`config.mk`:
```
export PLATFORM = sky130hd
export DESIGN_NAME = hbd_host_port
export DESIGN_NICKNAME = d
export VERILOG_FILES = /design/src/design/hbd_host_port.v /design/src/design/hbd_lane_decode.v
export VERILOG_INCLUDE_DIRS = /design/src /design/src/design
export SDC_FILE = /design/constraint.sdc
export NUM_CORES = 1
export LEC_CHECK = 0
export BUFFER_PORTS_ARGS = -buffer_cell sky130_fd_sc_hd__buf_2
export CORE_UTILIZATION = 35
export CTS_CLUSTER_SIZE = 8
export DETAILED_ROUTE_END_ITERATION = 12
export SLEW_MARGIN = 20
export SYNTH_ARGS = -nofsm -noshare
export SYNTH_HDL_FRONTEND = slang
export SYNTH_SLANG_ARGS = --single-unit
export TNS_END_PERCENT = 20
```
`constraint.sdc`:
```
create_clock -name CLOCK_IN -period 3.6 [get_ports CLOCK_IN]
set_input_delay 0.72 -clock CLOCK_IN [delete_from_list [all_inputs] [get_ports CLOCK_IN]]
set_output_delay 0.72 -clock CLOCK_IN [all_outputs]
set_load 0.1 [all_outputs]
```
`src/design/hbd_map.vh`:
```
// hbd_map.vh: constants for the host bus byte-lane decode block
// assumes inclusion by design files only; definitions, no logic
`ifndef HBD_MAP_VH
`define HBD_MAP_VH

`define HBD_IO_BASE_RST       12'h030
`define HBD_ADDR_HI           15
`define HBD_ADDR_LO           4
`define HBD_REG_SEL_W         3
`define HBD_BE_DWORD          4'h0
`define HBD_BE_LOW_WORD       4'hc
`define HBD_BE_HIGH_WORD      4'h3
`define HBD_BE_BYTE0          4'he
`define HBD_BE_BYTE1          4'hd
`define HBD_BE_BYTE2          4'hb
`define HBD_BE_BYTE3          4'h7
`define HBD_READY_WAIT_CYC    2'h1

`endif

```
`src/design/hbd_host_port.v`:
```
// hbd_host_port.v: host bus front end, local-bus and strobe styles
// assumes all pins synchronous to CLOCK_IN; data pins split into in/out/oe
`timescale 1ns/100ps
`include "hbd_map.vh"

module hbd_host_port (
	input  wire        CLOCK_IN,
	input  wire        SYS_RST_IN,
	input  wire        LOCAL_BUS_STYLE_SELECT_N_IN,
	input  wire [11:0] IO_BASE_IN,
	input  wire [15:1] ADDR_IN,
	input  wire        IO_DECODE_QUALIFIER_IN,
	input  wire [3:0]  BYTE_LANE_SELECT_N_IN,
	input  wire        ADDRESS_LATCH_STROBE_N_IN,
	input  wire        CYCLE_ACTIVE_N_IN,
	input  wire        WRITE_NOT_READ_IN,
	input  wire        ASYNC_READ_STROBE_N_IN,
	input  wire        ASYNC_WRITE_STROBE_N_IN,
	input  wire [31:0] DATA_IN,
	output reg  [31:0] DATA_OUT,
	output wire [31:0] DATA_OE_OUT,
	output wire        LOCAL_DEVICE_CLAIM_N_OUT,
	output wire        ASYNC_READY_OUT,
	output wire        REG_WR_OUT,
	output wire        REG_RD_OUT,
	output reg  [3:0]  REG_LANE_OUT,
	output reg  [3:1]  REG_SEL_OUT,
	output reg  [31:0] REG_WDATA_OUT,
	input  wire [31:0] REG_RDATA_IN,
	input  wire        REG_DONE_IN
);

	localparam ST_IDLE = 2'h0;
	localparam ST_ADDR = 2'h1;
	localparam ST_WAIT = 2'h2;
	localparam ST_HOLD = 2'h3;

	reg  [1:0]  state_q;
	reg  [1:0]  state_d;
	reg  [15:1] addr_q;
	reg         qual_q;
	reg  [3:0]  be_n_q;
	reg         dir_q;
	reg         rd_en_q;
	reg  [3:0]  rd_lane_q;
	reg         rdy_q;
	reg         rd_s_q;
	reg         wr_s_q;
	reg         done_q;

	wire        vl_mode;
	wire [15:1] addr_cur;
	wire        qual_cur;
	wire [3:0]  be_cur;
	wire        hit;
	wire [3:0]  lane;
	wire        legal;
	wire        strobe_any;
	wire        strobe_lead;

	assign vl_mode = ~LOCAL_BUS_STYLE_SELECT_N_IN;

	// transparent while strobe low, else hold the value caught at its rise
	assign addr_cur = (vl_mode && ADDRESS_LATCH_STROBE_N_IN) ? addr_q : ADDR_IN;
	assign qual_cur = (vl_mode && ADDRESS_LATCH_STROBE_N_IN) ? qual_q : IO_DECODE_QUALIFIER_IN;
	assign be_cur   = (vl_mode && ADDRESS_LATCH_STROBE_N_IN) ? be_n_q : BYTE_LANE_SELECT_N_IN;

	// a15..a4 against base; qualifier high blocks every claim
	assign hit = (addr_cur[`HBD_ADDR_HI:`HBD_ADDR_LO] == IO_BASE_IN) && !qual_cur;
	assign LOCAL_DEVICE_CLAIM_N_OUT = ~hit;

	hbd_lane_decode u_lane (
		.be_n_in   (be_cur),
		.wide_in   (vl_mode),
		.lane_out  (lane),
		.legal_out (legal),
		.size_out  ()
	);

	// strobe pins tied inactive in local-bus style are masked here
	assign strobe_any  = !vl_mode && (!ASYNC_READ_STROBE_N_IN || !ASYNC_WRITE_STROBE_N_IN);
	assign strobe_lead = strobe_any && !(rd_s_q || wr_s_q);

	always @* begin
		state_d = state_q;
		case (state_q)
			ST_IDLE: begin
				if (vl_mode && !CYCLE_ACTIVE_N_IN && hit && legal)
					state_d = ST_WAIT;
				else if (strobe_lead && hit && legal)
					state_d = ST_WAIT;
			end
			ST_WAIT: begin
				if (REG_DONE_IN)
					state_d = ST_HOLD;
			end
			ST_HOLD: begin
				if (vl_mode ? CYCLE_ACTIVE_N_IN : !strobe_any)
					state_d = ST_IDLE;
			end
			default: state_d = ST_IDLE;
		endcase
	end

	always @(posedge CLOCK_IN) begin
		if (SYS_RST_IN) begin
			state_q       <= ST_IDLE;
			addr_q        <= 15'h0000;
			qual_q        <= 1'b1;
			be_n_q        <= 4'hf;
			dir_q         <= 1'b0;
			rd_en_q       <= 1'b0;
			rd_lane_q     <= 4'h0;
			rdy_q         <= 1'b1;
			rd_s_q        <= 1'b0;
			wr_s_q        <= 1'b0;
			done_q        <= 1'b0;
			DATA_OUT      <= 32'h00000000;
			REG_LANE_OUT  <= 4'h0;
			REG_SEL_OUT   <= 3'h0;
			REG_WDATA_OUT <= 32'h00000000;
		end else begin
			state_q <= state_d;
			rd_s_q  <= !vl_mode && !ASYNC_READ_STROBE_N_IN;
			wr_s_q  <= !vl_mode && !ASYNC_WRITE_STROBE_N_IN;
			done_q  <= (state_q == ST_WAIT) && REG_DONE_IN;
			if (!ADDRESS_LATCH_STROBE_N_IN) begin
				addr_q <= ADDR_IN;
				qual_q <= IO_DECODE_QUALIFIER_IN;
				be_n_q <= BYTE_LANE_SELECT_N_IN;
			end
			if (state_q == ST_IDLE && state_d == ST_WAIT) begin
				// local bus direction from W/R pin, strobe style from which strobe fell
				dir_q <= vl_mode ? WRITE_NOT_READ_IN : !ASYNC_WRITE_STROBE_N_IN;
				REG_LANE_OUT <= lane;
				// a1 tied low on local bus, upper enables pick the half instead
				REG_SEL_OUT <= vl_mode ? {addr_cur[3:2], 1'b0} : addr_cur[3:1];
				rdy_q <= 1'b0;
			end
			if (state_q == ST_WAIT && REG_DONE_IN) begin
				rdy_q <= 1'b1;
				rd_lane_q <= dir_q ? 4'h0 : REG_LANE_OUT;
				rd_en_q <= !dir_q;
				DATA_OUT <= vl_mode ? REG_RDATA_IN : {16'h0000, REG_RDATA_IN[15:0]};
			end
			if (state_q == ST_HOLD && state_d == ST_IDLE)
				rd_en_q <= 1'b0;
			// write data is latched while the strobe is still low
			if (state_q == ST_WAIT && dir_q)
				REG_WDATA_OUT <= DATA_IN & {{8{REG_LANE_OUT[3]}}, {8{REG_LANE_OUT[2]}},
					{8{REG_LANE_OUT[1]}}, {8{REG_LANE_OUT[0]}}};
		end
	end

	// ready drops combinationally on the strobe edge to avoid a missed wait
	assign ASYNC_READY_OUT = rdy_q && !(strobe_lead && hit && legal);

	// only selected lanes drive, and only for reads
	genvar g;
	generate
		for (g = 0; g < 4; g = g + 1) begin : g_oe
			assign DATA_OE_OUT[g*8 +: 8] = {8{rd_en_q && rd_lane_q[g]}};
		end
	endgenerate

	assign REG_WR_OUT = done_q && dir_q;
	assign REG_RD_OUT = (state_q == ST_IDLE) && (state_d == ST_WAIT) && !(vl_mode ?
		WRITE_NOT_READ_IN : !ASYNC_WRITE_STROBE_N_IN);

endmodule

```
`src/design/hbd_lane_decode.v`:
```
// hbd_lane_decode.v: byte-enable pattern to lane select and size decode
// assumes enables already latched or passed by the caller; combinational
`timescale 1ns/100ps
`include "hbd_map.vh"

module hbd_lane_decode (
	input  wire [3:0] be_n_in,
	input  wire       wide_in,
	output reg  [3:0] lane_out,
	output reg        legal_out,
	output reg  [1:0] size_out
);

	always @* begin
		lane_out  = 4'h0;
		legal_out = 1'b1;
		size_out  = 2'h0;
		if (wide_in) begin
			case (be_n_in)
				`HBD_BE_DWORD: begin
					lane_out = 4'hf;
					size_out = 2'h2;
				end
				`HBD_BE_LOW_WORD: begin
					lane_out = 4'h3;
					size_out = 2'h1;
				end
				`HBD_BE_HIGH_WORD: begin
					lane_out = 4'hc;
					size_out = 2'h1;
				end
				`HBD_BE_BYTE0: lane_out = 4'h1;
				`HBD_BE_BYTE1: lane_out = 4'h2;
				`HBD_BE_BYTE2: lane_out = 4'h4;
				`HBD_BE_BYTE3: lane_out = 4'h8;
				default: legal_out = 1'b0;
			endcase
		end else begin
			// upper enables are unused in the narrow style
			lane_out = {2'h0, ~be_n_in[1:0]};
			size_out = (be_n_in[1:0] == 2'h0) ? 2'h1 : 2'h0;
			legal_out = (be_n_in[1:0] != 2'h3);
		end
	end

endmodule

```
==> results of run 1 <==
-- Yosys cell counts, drive strengths merged (5+ instances only) --
library cell,count
dfxtp,102
nand2,56
a21oi,42
a22o,37
buf,37
nand3,36
clkbuf,23
nor2,22
mux2i,19
nand2b,10
nor2b,10
inv,8
xnor2,8
xor2,7
and2,6
or2,5
-- cells by family after synthesis --
logic type	count (synthesis)	share of synthesized area, %
and+or+nand+nor	155	17.2
AOI/OAI and AO/OA	116	19.5
DFF	102	46.2
buffers and inverters	69	8.63
muxes	23	5.49
xor gates and xnor gates	15	2.97
-- per-stage QoR --
stage	setup slack, ns	TNS [ns]	utilization (%)	hold WS (ns)	instance area (sq um)
after CTS	0.320	0	46.9	0.449	5700
final	0.332	0	46.9	0.446	5710
after detailed placement	0.323	0	44.7	0.442	5440
after global routing	0.181	0	46.9	0.471	5710
after global placement	0.352	0	44.6	0.436	5420
after floorplan	-0.145	-0.145	-	0.434	4420
-- registers in the layout (all words and copies together), names as in the netlist, 2 cells and up --
name and count:
REG_WDATA_OUT 32, REG_LANE_OUT 4, rd_lane_q 4, REG_SEL_OUT 3, be_n_q 4, state_q 2, addr_q 14, DATA_OUT 32
-- where the power goes --
part / switching [mW] / internal, mW
sequential: 0.0116 / 1.14
clock: 0.398 / 0.484
combinational: 0.100 / 0.0940
total: 0.510 / 1.72
-- critical path: stages --
cell	delay [ns]
buf_2	0.12
buf_4	0.21
or4b_1	0.47
o31ai_2	0.12
a221oi_2	0.12
a2111oi_2	0.24
nand3_1	0.18
nor2_2	0.18
buf_12	0.19
-- cell type report --
type,instances,area (sq um)
Fill cell,1220,6450
Sequential cell,102,2040
Multi-Input combinational cell,309,2010
Timing Repair Buffer,219,1140
Clock buffer,12,246
Tap cell,168,210
Inverter,9,33.8
Clock inverter,4,22.5
-- layer usage --
layer,track usage (%),up-vias,routed length [um]
li1,-,2004,-
met1,20.6,1839,4920
met2,30.3,157,5530
met3,4.08,12,774
met4,8.14,0,177
met5,0,-,0
-- path summary, 6_finish.rpt --
| path | from | endpoint | slack [ns] | cells after the start |
|---|---|---|---|---|
| worst max-delay path | ADDRESS_LATCH_STROBE_N_IN | REG_RD_OUT | 0.33 | 9 |
| worst min-delay path | REG_WDATA_OUT[30] | REG_WDATA_OUT[30] | 0.45 | 2 |
| worst max register to register | state_q[1] | DATA_OUT[19] | 1.32 | 5 |
| worst min register to register | REG_WDATA_OUT[30] | REG_WDATA_OUT[30] | 0.45 | 2 |
==> results by stage, run 1 <==
Status:
- The run finished with clean final reports.

Critical path:
- The critical path data arrival time is around 2.6 ns.
- The kind of launch point of the worst setup path is a primary input.
- The start-to-end type of the worst setup path is primary input to primary output.
- The capturing element type of the critical path is a primary output.
- The worst-path maximum fanout is 16.
- At the worst endpoint, the required time is 2.88 ns.

Yosys:
- Synthesis inferred 102 register bits.
- The most used flip-flop cell after synthesis is dfxtp_1.
- The number of nets in the synthesized netlist is 585.
- The summed instance area of the synthesized netlist is 4420 sq um.
- The area share of the largest cell type after synthesis is between 40% and 50%.
- The cell taking the most area after synthesis is dfxtp_1.
- In this run, synthesis inferred 0 flip-flops with an integrated enable.
- The sequential element share of the synthesized area is 46.2%.
- Synthesis produced 480 cells.
- The count of cell types in the netlist is 52.
- The mean cell area of the mapped netlist is 9.21 sq um.
- Ranked by total cell area, the synthesized netlist is headed by dfxtp_1 46%, a22o_1 7.3%, a21oi_1 4.8%.
- The Yosys step of the flow raised 0 warnings.
- After synthesis, the share of flip-flops with an asynchronous set or reset is 0%.

Clock tree:
- The number of buffers between clock root and the deepest sink is 2.
- The clock tree from TritonCTS is done.
- The TritonCTS sink count is 102.
- For the worst-skew pair, the clock arrives at the later sink with an insertion delay of around 0.34 ns.
- The clock tree root buffer cell is clkbuf_16.
- Post-CTS timing repair inserted 0 buffers for setup.
- In this run, post-CTS repair resized a total of 0 instances.
- The H-tree generated during clock tree synthesis spans 3 levels.
- The number of clock buffers inserted by TritonCTS is 9.
- The clock transition at the register clock pins on the worst setup and hold paths after CTS is 0.06 ns.
- Buffers inserted to repair hold after CTS numbered 0.

Finish:
- The top cell types in the final layout, fill and taps aside, are 210 x buf_2, 102 x dfxtp_1, 55 x nand2_1.
- For this run, the post-layout net count is 755.
- The share of layout cells above drive strength 1 is between 30% and 40%.
- Compared with the post-synthesis result, the final layout area differs by 29.1%.
- The commonest non-fill, non-tap cell in the layout is buf_2.
- The finished layout holds a little over 800 standard cells, fillers aside.
- The number of diodes is 0.

Power:
- The completed layout was analyzed and its total power is between 2 and 2.5 mW.
- VDD sags by at most approximately 0.18 mV.
- For this design the static power due to leakage is 2.70 nW.
- The power density of the placed cells is 391 nW/um^2.

Timing:
- Between clock sinks in the finished design, the worst skew comes to roughly 0.0053 ns.
- Setup violations remaining at the end of the flow were counted as 0.
- The portion of the clock cycle consumed by the worst path in the final layout is between 90% and 100%.
- The minimum period implied by the final worst setup slack is 3.27 ns.
- The hold violation count in the final report was 0.
- Setup repair after global routing left no endpoint under its margin.
- The highest achievable clock rate is 306 MHz.
- In this run the tightest slew margin relative to its limit is 34.1%.
- The count of final max-slew check failures is 0.
- At the pin with the least slew margin, the transition time is 0.985 ns.

Floorplan:
- Pin placement for this block handled 212 I/O pins.
- The floorplan has 40 rows.
- The die area is 13,100 sq um.
- The core area is ~12,000 sq um.
- The die extent in x is 114 um.
- The initial utilization of the core area, before any placement, comes to 36.3%.
- The die height is 114 um.

GRT:
- The first global-routing pass estimated 18.0 mm of wire.
- Entering global routing, the biggest net connects 69 pins.
- After global routing the overflow that remains totals 0.
- In the global route stage, overall resource usage came out at ~18%.
- The number of antenna violations at the first check in global routing is 0.
- The via count of the first global-routing pass is 3,733.

Drt:
- The ratio of routed vias to standard cells is 4.87.
- The count of antenna-violating nets left after detailed routing is 0.
- The final layout contains routed wiring with a total length of around 11 mm.
- After detailed routing, the number of remaining DRC violations is 0.
- Across all layers, the routed design uses 4,012 vias.
- For this block, the initial DRC count from the detailed router was 178.
- The mean routed wirelength per cell is roughly 14 um.
- The number of detailed-routing iterations run before antenna repair is 4.

Place:
- Summed over all nets, the half-perimeter wirelength after detailed placement is 8.53 mm.
- Input and output buffers added on the ports amount to about 210.
- The placer congestion estimate is around 0.86.
- After detailed placement, the design holds a cell count of 807.

Worst hold path:
- The worst hold-check path type is register to register.

Flow run:
- The count of max-cap constraint violations is 0.
Note: power is estimated with default switching activity, not from simulation.
==> run 2, diff against run 1 <==
PLACE_DENSITY = 0.71   (was default)
==> results by stage, run 2 (synthesis results as in run 1) <==
Status:
- The run finished with clean final reports.

Power:
- The worst-case IR drop observed on VDD is about 0.34 mV.
- The power density of the placed cells is 407 nW/um^2.
- The standby leakage power is 2.70 nW.

Critical path:
- The worst setup path is of the primary input to primary output kind.
- STA classifies the critical path endpoint as a primary output.
- The critical path data arrival time is about 2.6 ns.
- Along the worst path, the maximum fanout reaches 15.
- Data on the critical path is required at its endpoint by 2.88 ns.
- The kind of launch point of the worst setup path is a primary input.

Timing:
- The worst pin sits at a relative slew slack of 34.3%.
- The count of final max-slew check failures is 0.
- For the pin with the worst max-slew slack, the measured transition is 0.983 ns.
- The worst hold slack after final layout is 0.450 ns.
- The hold violation count in the final report is 0.
- Setup repair after global routing left no endpoint under its margin.
- Setup violations remaining at the end of the flow were counted as 0.
- Subtracting the final worst setup slack from the clock period gives 3.31 ns.
- The final-layout setup total negative slack is 0 ns.
- For this run, the top clock speed supported by timing is 302 MHz.
- After layout, the worst path uses 91.9% of the clock period.
- Between clock sinks in the finished design, the worst skew comes to between 0.008 and 0.009 ns.

Floorplan:
- Measured along the x axis, the die boundary spans approximately 110 um.
- The total area inside the core boundary comes to 12,200 sq um.
- The number of cell rows is 40.
- The die height is 114 um.
- The initial core utilization is 36.3%.
- During I/O placement, the number of pins put on the boundary was 212.
- The die area is around 13,000 sq um.

Place:
- The post-DP HPWL is 8.49 mm.
- Summing all placed instances gives a cell area of 5420 sq um.
- The placer congestion estimate is 0.841.
- Buffers placed on the I/O ports in this run total 211.

Drt:
- Routed signal wires occupy layers up through met4.
- The mean routed wirelength per cell is 14.0 um.
- The aggregate routed wire length is 11.5 mm.
- The routed design uses 5.57 mm of met2 wire.
- In the final routing, the length of wire on met1 measures 4.96 mm.
- The via total after detailed routing is 4,037.
- For this run, design rule violations remaining after detail routing come to 0.
- After the first detailed-routing iteration, the DRC count stood at 232.
- The number of detailed-routing iterations run before antenna repair is 4.
- The amount of wire on met3 after detailed routing is 764 um.
- The ratio of routed vias to standard cells is 4.91.
- The count of antenna-violating nets left after detailed routing is 0.

Finish:
- 0 antenna diodes ended up in the layout.
- The post-layout net count is ~750.
- The share of layout cells above drive strength 1 is 39.4%.
- The area added between synthesis and finish is 29.5%.
- The library cells used most frequently in the layout, excluding fill and tap cells, are 210 x buf_2, 102 x dfxtp_1, 55 x nand2_1.
- With fillers left out, the area of the finished cells amounts to 5730 sq um.
- The largest registers in the layout are DATA_OUT x32, REG_WDATA_OUT x32, addr_q x14.
- The commonest non-fill, non-tap cell in the layout is buf_2.
- The filler cells instantiated in the layout total 1,153.

GRT:
- The maximum number of pins on one net before global-route repair is 70.
- The overflow left after global routing is 0.
- The combined global-route utilization of all metal layers is approximately 18%.
- The number of antenna violations at the first check in global routing is 0.
- The first-pass GRT wire length is 17.9 mm.
- The via count of the first global-routing pass is 3,801.

Worst hold path:
- The min-delay analysis places its worst path in the category register to register.

Clock tree:
- Clock tree synthesis found a total of slightly above 100 sinks.
- Clock-pin slew was measured on the worst setup and hold paths at roughly 0.070 ns.
- The number of clock buffers inserted by TritonCTS is 9.
- The source-to-sink clock delay at the later pin of the worst-skew pair is 0.35 ns.
- TritonCTS built the clock tree.
- After clock tree synthesis, the repair step resized 0 gates.
- The clock passes through at most 2 buffers.
- The clock tree root buffer cell is clkbuf_16.
- Buffers inserted to repair hold after CTS numbered 0.
- In this run the post-CTS setup repair buffer count came out at 0.
- The H-tree depth is 3.

Flow run:
- The count of max-cap constraint violations is 0.
-- run 2: power by group --
group,leakage (nW),internal (mW),total [mW],switching [mW]
clock,0.138,0.540,0.981,0.441
combinational,1.74,0.0940,0.194,0.100
sequential,0.826,1.14,1.15,0.0118
-- run 2: final cells by class --
cell class | count | area, sq um | share of cell area, %
Clock inverter | 7 | 75.1 | 1.31
Multi-Input combinational cell | 309 | 2020 | 35.2
Tap cell | 168 | 210 | 3.67
Inverter | 9 | 33.8 | 0.590
Sequential cell | 102 | 2040 | 35.7
Timing Repair Buffer | 218 | 1120 | 19.6
Clock buffer | 9 | 225 | 3.93
-- run 2: worst paths after layout --
check                                   endpoint                       from  cells after the start  slack, ns
worst max-delay path                  REG_RD_OUT  ADDRESS_LATCH_STROBE_N_IN                      9       0.29
worst min-delay path            REG_WDATA_OUT[0]           REG_WDATA_OUT[0]                      2       0.45
worst max register to register    REG_SEL_OUT[2]                  be_n_q[0]                      7       1.43
worst min register to register  REG_WDATA_OUT[0]           REG_WDATA_OUT[0]                      2       0.45
-- run 2: metal layers --
layer	vias up	GRT usage [%]
li1	1998	-
met2	170	29.7
met1	1852	21.0
met5	-	0
met3	17	4.29
met4	0	7.97
-- run 2: per-stage QoR --
| step | power (mW) | instances | utilization [%] | setup slack [ns] |
|---|---|---|---|---|
| 5_1_grt | 2.42 | 822 | 47.1 | 0.101 |
| 3_3_place_gp | 1.37 | 806 | 44.6 | 0.329 |
| 3_5_place_dp | 1.37 | 806 | 44.6 | 0.295 |
| 2_1_floorplan | 1.28 | 480 | - | -0.145 |
| 4_1_cts | 2.36 | 822 | 47.0 | 0.287 |
| 6_report | 2.33 | 822 | 47.1 | 0.293 |
-- run 2: worst max-delay path: stages --
cell       delay, ns
buf_2           0.17
buf_4           0.22
or4b_1          0.47
o31ai_2         0.10
a221oi_2        0.12
a2111oi_2       0.22
nand3_1         0.17
nor2_2          0.19
buf_12          0.19
==> run 3, diff against run 2 <==
clock period = 3.5 ns   (was 3.6 ns; I/O delays follow)
==> results by stage, run 3 (synthesis results as in run 1) <==
Status:
- The run finished with clean final reports.

Power:
- Sequential cells burn 48.7% of the power.
- In this run the power spent charging and discharging nets is 0.542 mW.
- For this design the ratio of total power to cell area is 425 nW/um^2.
- The worst IR drop on VDD is ~0.19 mV.
- The total power draw is 2.44 mW.
- Cell internal power was estimated by the tool at 1.90 mW.
- The part of the total power dissipated in combinational logic is 8.2%.
- The power share of the clock group is 43.2%.
- The switching fraction of total power is 22.2%.
- For this design the static power due to leakage is 2.72 nW.

Timing:
- Setup violations remaining at the end of the flow were counted as 0.
- Setup slack on the critical path of the routed design comes to 0.247 ns.
- The worst hold slack after final layout is roughly 0.45 ns.
- The worst slew margin relative to its limit is around 28%.
- The worst clock skew on the final layout is roughly 0.0083 ns.
- For this run, the top clock speed supported by timing is around 310 MHz.
- Setup repair after global routing left no endpoint under its margin.
- The minimum period implied by the final worst setup slack is 3.25 ns.
- The count of final max-slew check failures is 0.
- At the pin with the least slew margin, the transition time is 1.08 ns.
- The hold violation count in the final report was 0.
- After layout, the worst path uses 92.9% of the clock period.

Floorplan:
- The core region is 12,200 sq um.
- The die area is 13,100 sq um.
- The die is 114 um wide.
- The die height is between 100 and 150 um.
- In this run the count of I/O pins placed on the die edge is approximately 210.
- The floorplan has 40 rows.
- Once the floorplan was initialized, standard cells occupied 36.3% of the core.

Critical path:
- At the worst endpoint, the required time is ~2.8 ns.
- The kind of launch point of the worst setup path is a primary input.
- STA puts the critical path data arrival time at 2.55 ns.
- The capturing element type of the critical path is a primary output.
- The number of cells on the worst reg-to-reg path is 5.
- The endpoint of the worst register-to-register path is DATA_OUT[23].
- The startpoint of the worst register-to-register path is state_q[1].
- Setup slack on the worst reg-to-reg path comes out at 1.17 ns.
- In this run the worst path has a maximum fanout of 9.
- The start-to-end type of the worst setup path is primary input to primary output.

Drt:
- After detailed routing, the number of vias per cell comes to 4.92.
- The aggregate routed wire length is 11.4 mm.
- In the final routed layout, each cell accounts on average for 13.8 um.
- The via total after detailed routing is 4,051.
- The count of antenna-violating nets left after detailed routing is 0.
- The number of violations reported at the end of detailed-routing iteration 0 is 153.
- The number of detailed-routing iterations run before antenna repair is 4.
- The final routed DRC violation total is 0.

Clock tree:
- The clock passes through at most 2 buffers.
- Clock tree synthesis inserted a total of 9 buffers.
- The H-tree depth is 3.
- For the worst-skew pair, the clock arrives at the later sink with an insertion delay of between 0.3 and 0.4 ns.
- Post-CTS repair changed the size of 0 cells.
- The clock tree root buffer cell is clkbuf_16.
- In this run, post-CTS hold repair placed 0 buffers.
- The TritonCTS sink count is 102.
- After clock tree synthesis, the clock-pin slew on the worst setup and hold paths is 0.07 ns.
- TritonCTS built the clock tree.
- Buffers added to address setup during post-CTS repair amount to 0.

Finish:
- The commonest non-fill, non-tap cell in the layout is buf_2.
- The largest registers in the layout are DATA_OUT x32, REG_WDATA_OUT x32, addr_q x14.
- Leaving out fill and tap cells, the most frequent cells in the layout are 210 x buf_2, 102 x dfxtp_1, 56 x nand2_1.
- Compared with the post-synthesis result, the final layout area differs by 29.9%.
- The post-layout net count is 755.
- The share of layout cells above drive strength 1 is 38.9%.
- The core occupancy in the finished layout is between 40% and 50%.
- The number of antenna diodes in the final layout is 0.

Worst hold path:
- The startpoint of the lowest-slack hold path is REG_WDATA_OUT[11].
- The path class of the tightest hold or removal check is register to register.
- The path with the worst hold slack has its endpoint at REG_WDATA_OUT[11].
- The number of cells traversed by the worst hold path is 2.

GRT:
- The number of antenna violations at the first check in global routing is 0.
- The first global-routing pass estimated 18.1 mm of wire.
- The via count of the first global-routing pass came to 3,777.
- Entering global routing, the biggest net connects 70 pins.
- Summed over all layers, the global routing overflow is 0.
- Across every metal layer, demand over resource in global routing totals roughly 18%.

Place:
- The wire-length estimate of the detail-placed layout is 8.45 mm.
- The placer congestion estimate is 0.834.
- Prior to clock tree synthesis, the placed netlist has a worst setup slack of approximately 0.25 ns.
- The count of buffers from port buffering is 211.

Flow run:
- The count of max-cap constraint violations is 0.
[run 3: cell types whose count changed in the layout (fill, tap and decap cells not counted)]
cell and delta:
and2_2 -1, nor2_1 +1, nand2_2 -1, clkinv_2 +1, and2_1 +1, nor2_2 -1
clkbuf_1 +1, clkinv_4 -1, bufinv_16 +1, buf_4 +1, clkinvlp_4 -2, nand2_1 +1
[run 3: layout make-up]
type | count | area [sq um]
Fill cell | 1199 | 6420
Sequential cell | 102 | 2040
Multi-Input combinational cell | 309 | 2010
Timing Repair Buffer | 219 | 1130
Clock buffer | 10 | 229
Tap cell | 168 | 210
Clock inverter | 6 | 86.3
Inverter | 9 | 33.8
[run 3: worst max-delay path by stage]
stage / startpoint / to / slack [ns] / depth (start not counted)
after floorplan: ADDRESS_LATCH_STROBE_N_IN / ASYNC_READY_OUT / -0.21 / 7
after global placement: ADDRESS_LATCH_STROBE_N_IN / ASYNC_READY_OUT / 0.31 / 8
after detailed placement: ADDRESS_LATCH_STROBE_N_IN / ASYNC_READY_OUT / 0.25 / 8
after CTS: ADDRESS_LATCH_STROBE_N_IN / ASYNC_READY_OUT / 0.24 / 8
after global routing: ADDRESS_LATCH_STROBE_N_IN / ASYNC_READY_OUT / 0.1 / 8
final: ADDRESS_LATCH_STROBE_N_IN / ASYNC_READY_OUT / 0.25 / 8
[run 3: per-stage QoR]
step / instance area (sq um) / setup TNS [ns] / cells
after CTS: 5740 / 0 / 823
after global placement: 5430 / 0 / 807
after global routing: 5740 / 0 / 823
final: 5740 / 0 / 823
after detailed placement: 5430 / 0 / 807
after floorplan: 4420 / -0.205 / 480
[run 3: worst max-delay path: stages]
cell and delay, ns:
buf_2 0.15, nor2b_4 0.17, a2111oi_2 0.39, a22oi_1 0.14
a211oi_2 0.28, nand2_1 0.10, o31a_1 0.32, buf_2 0.30
[run 3: power groups by stage]
| stage | registers, mW | clock network (mW) | logic (mW) |
|---|---|---|---|
| floorplan | 1.21 | 0 | 0.106 |
| global route | 1.19 | 1.16 | 0.221 |
| CTS | 1.19 | 1.10 | 0.200 |
| global placement | 1.21 | 0 | 0.194 |
| finish | 1.19 | 1.05 | 0.199 |
| detailed placement | 1.21 | 0 | 0.200 |
[run 3: per-layer routing]
metal / GRT usage [%] / vias to the layer above / part of all wire (%)
li1: - / 2001 / -
met1: 21.0 / 1870 / 42
met2: 30.0 / 165 / 49
met3: 3.86 / 15 / 6.4
met4: 7.97 / 0 / 1.8
met5: 0 / - / 0
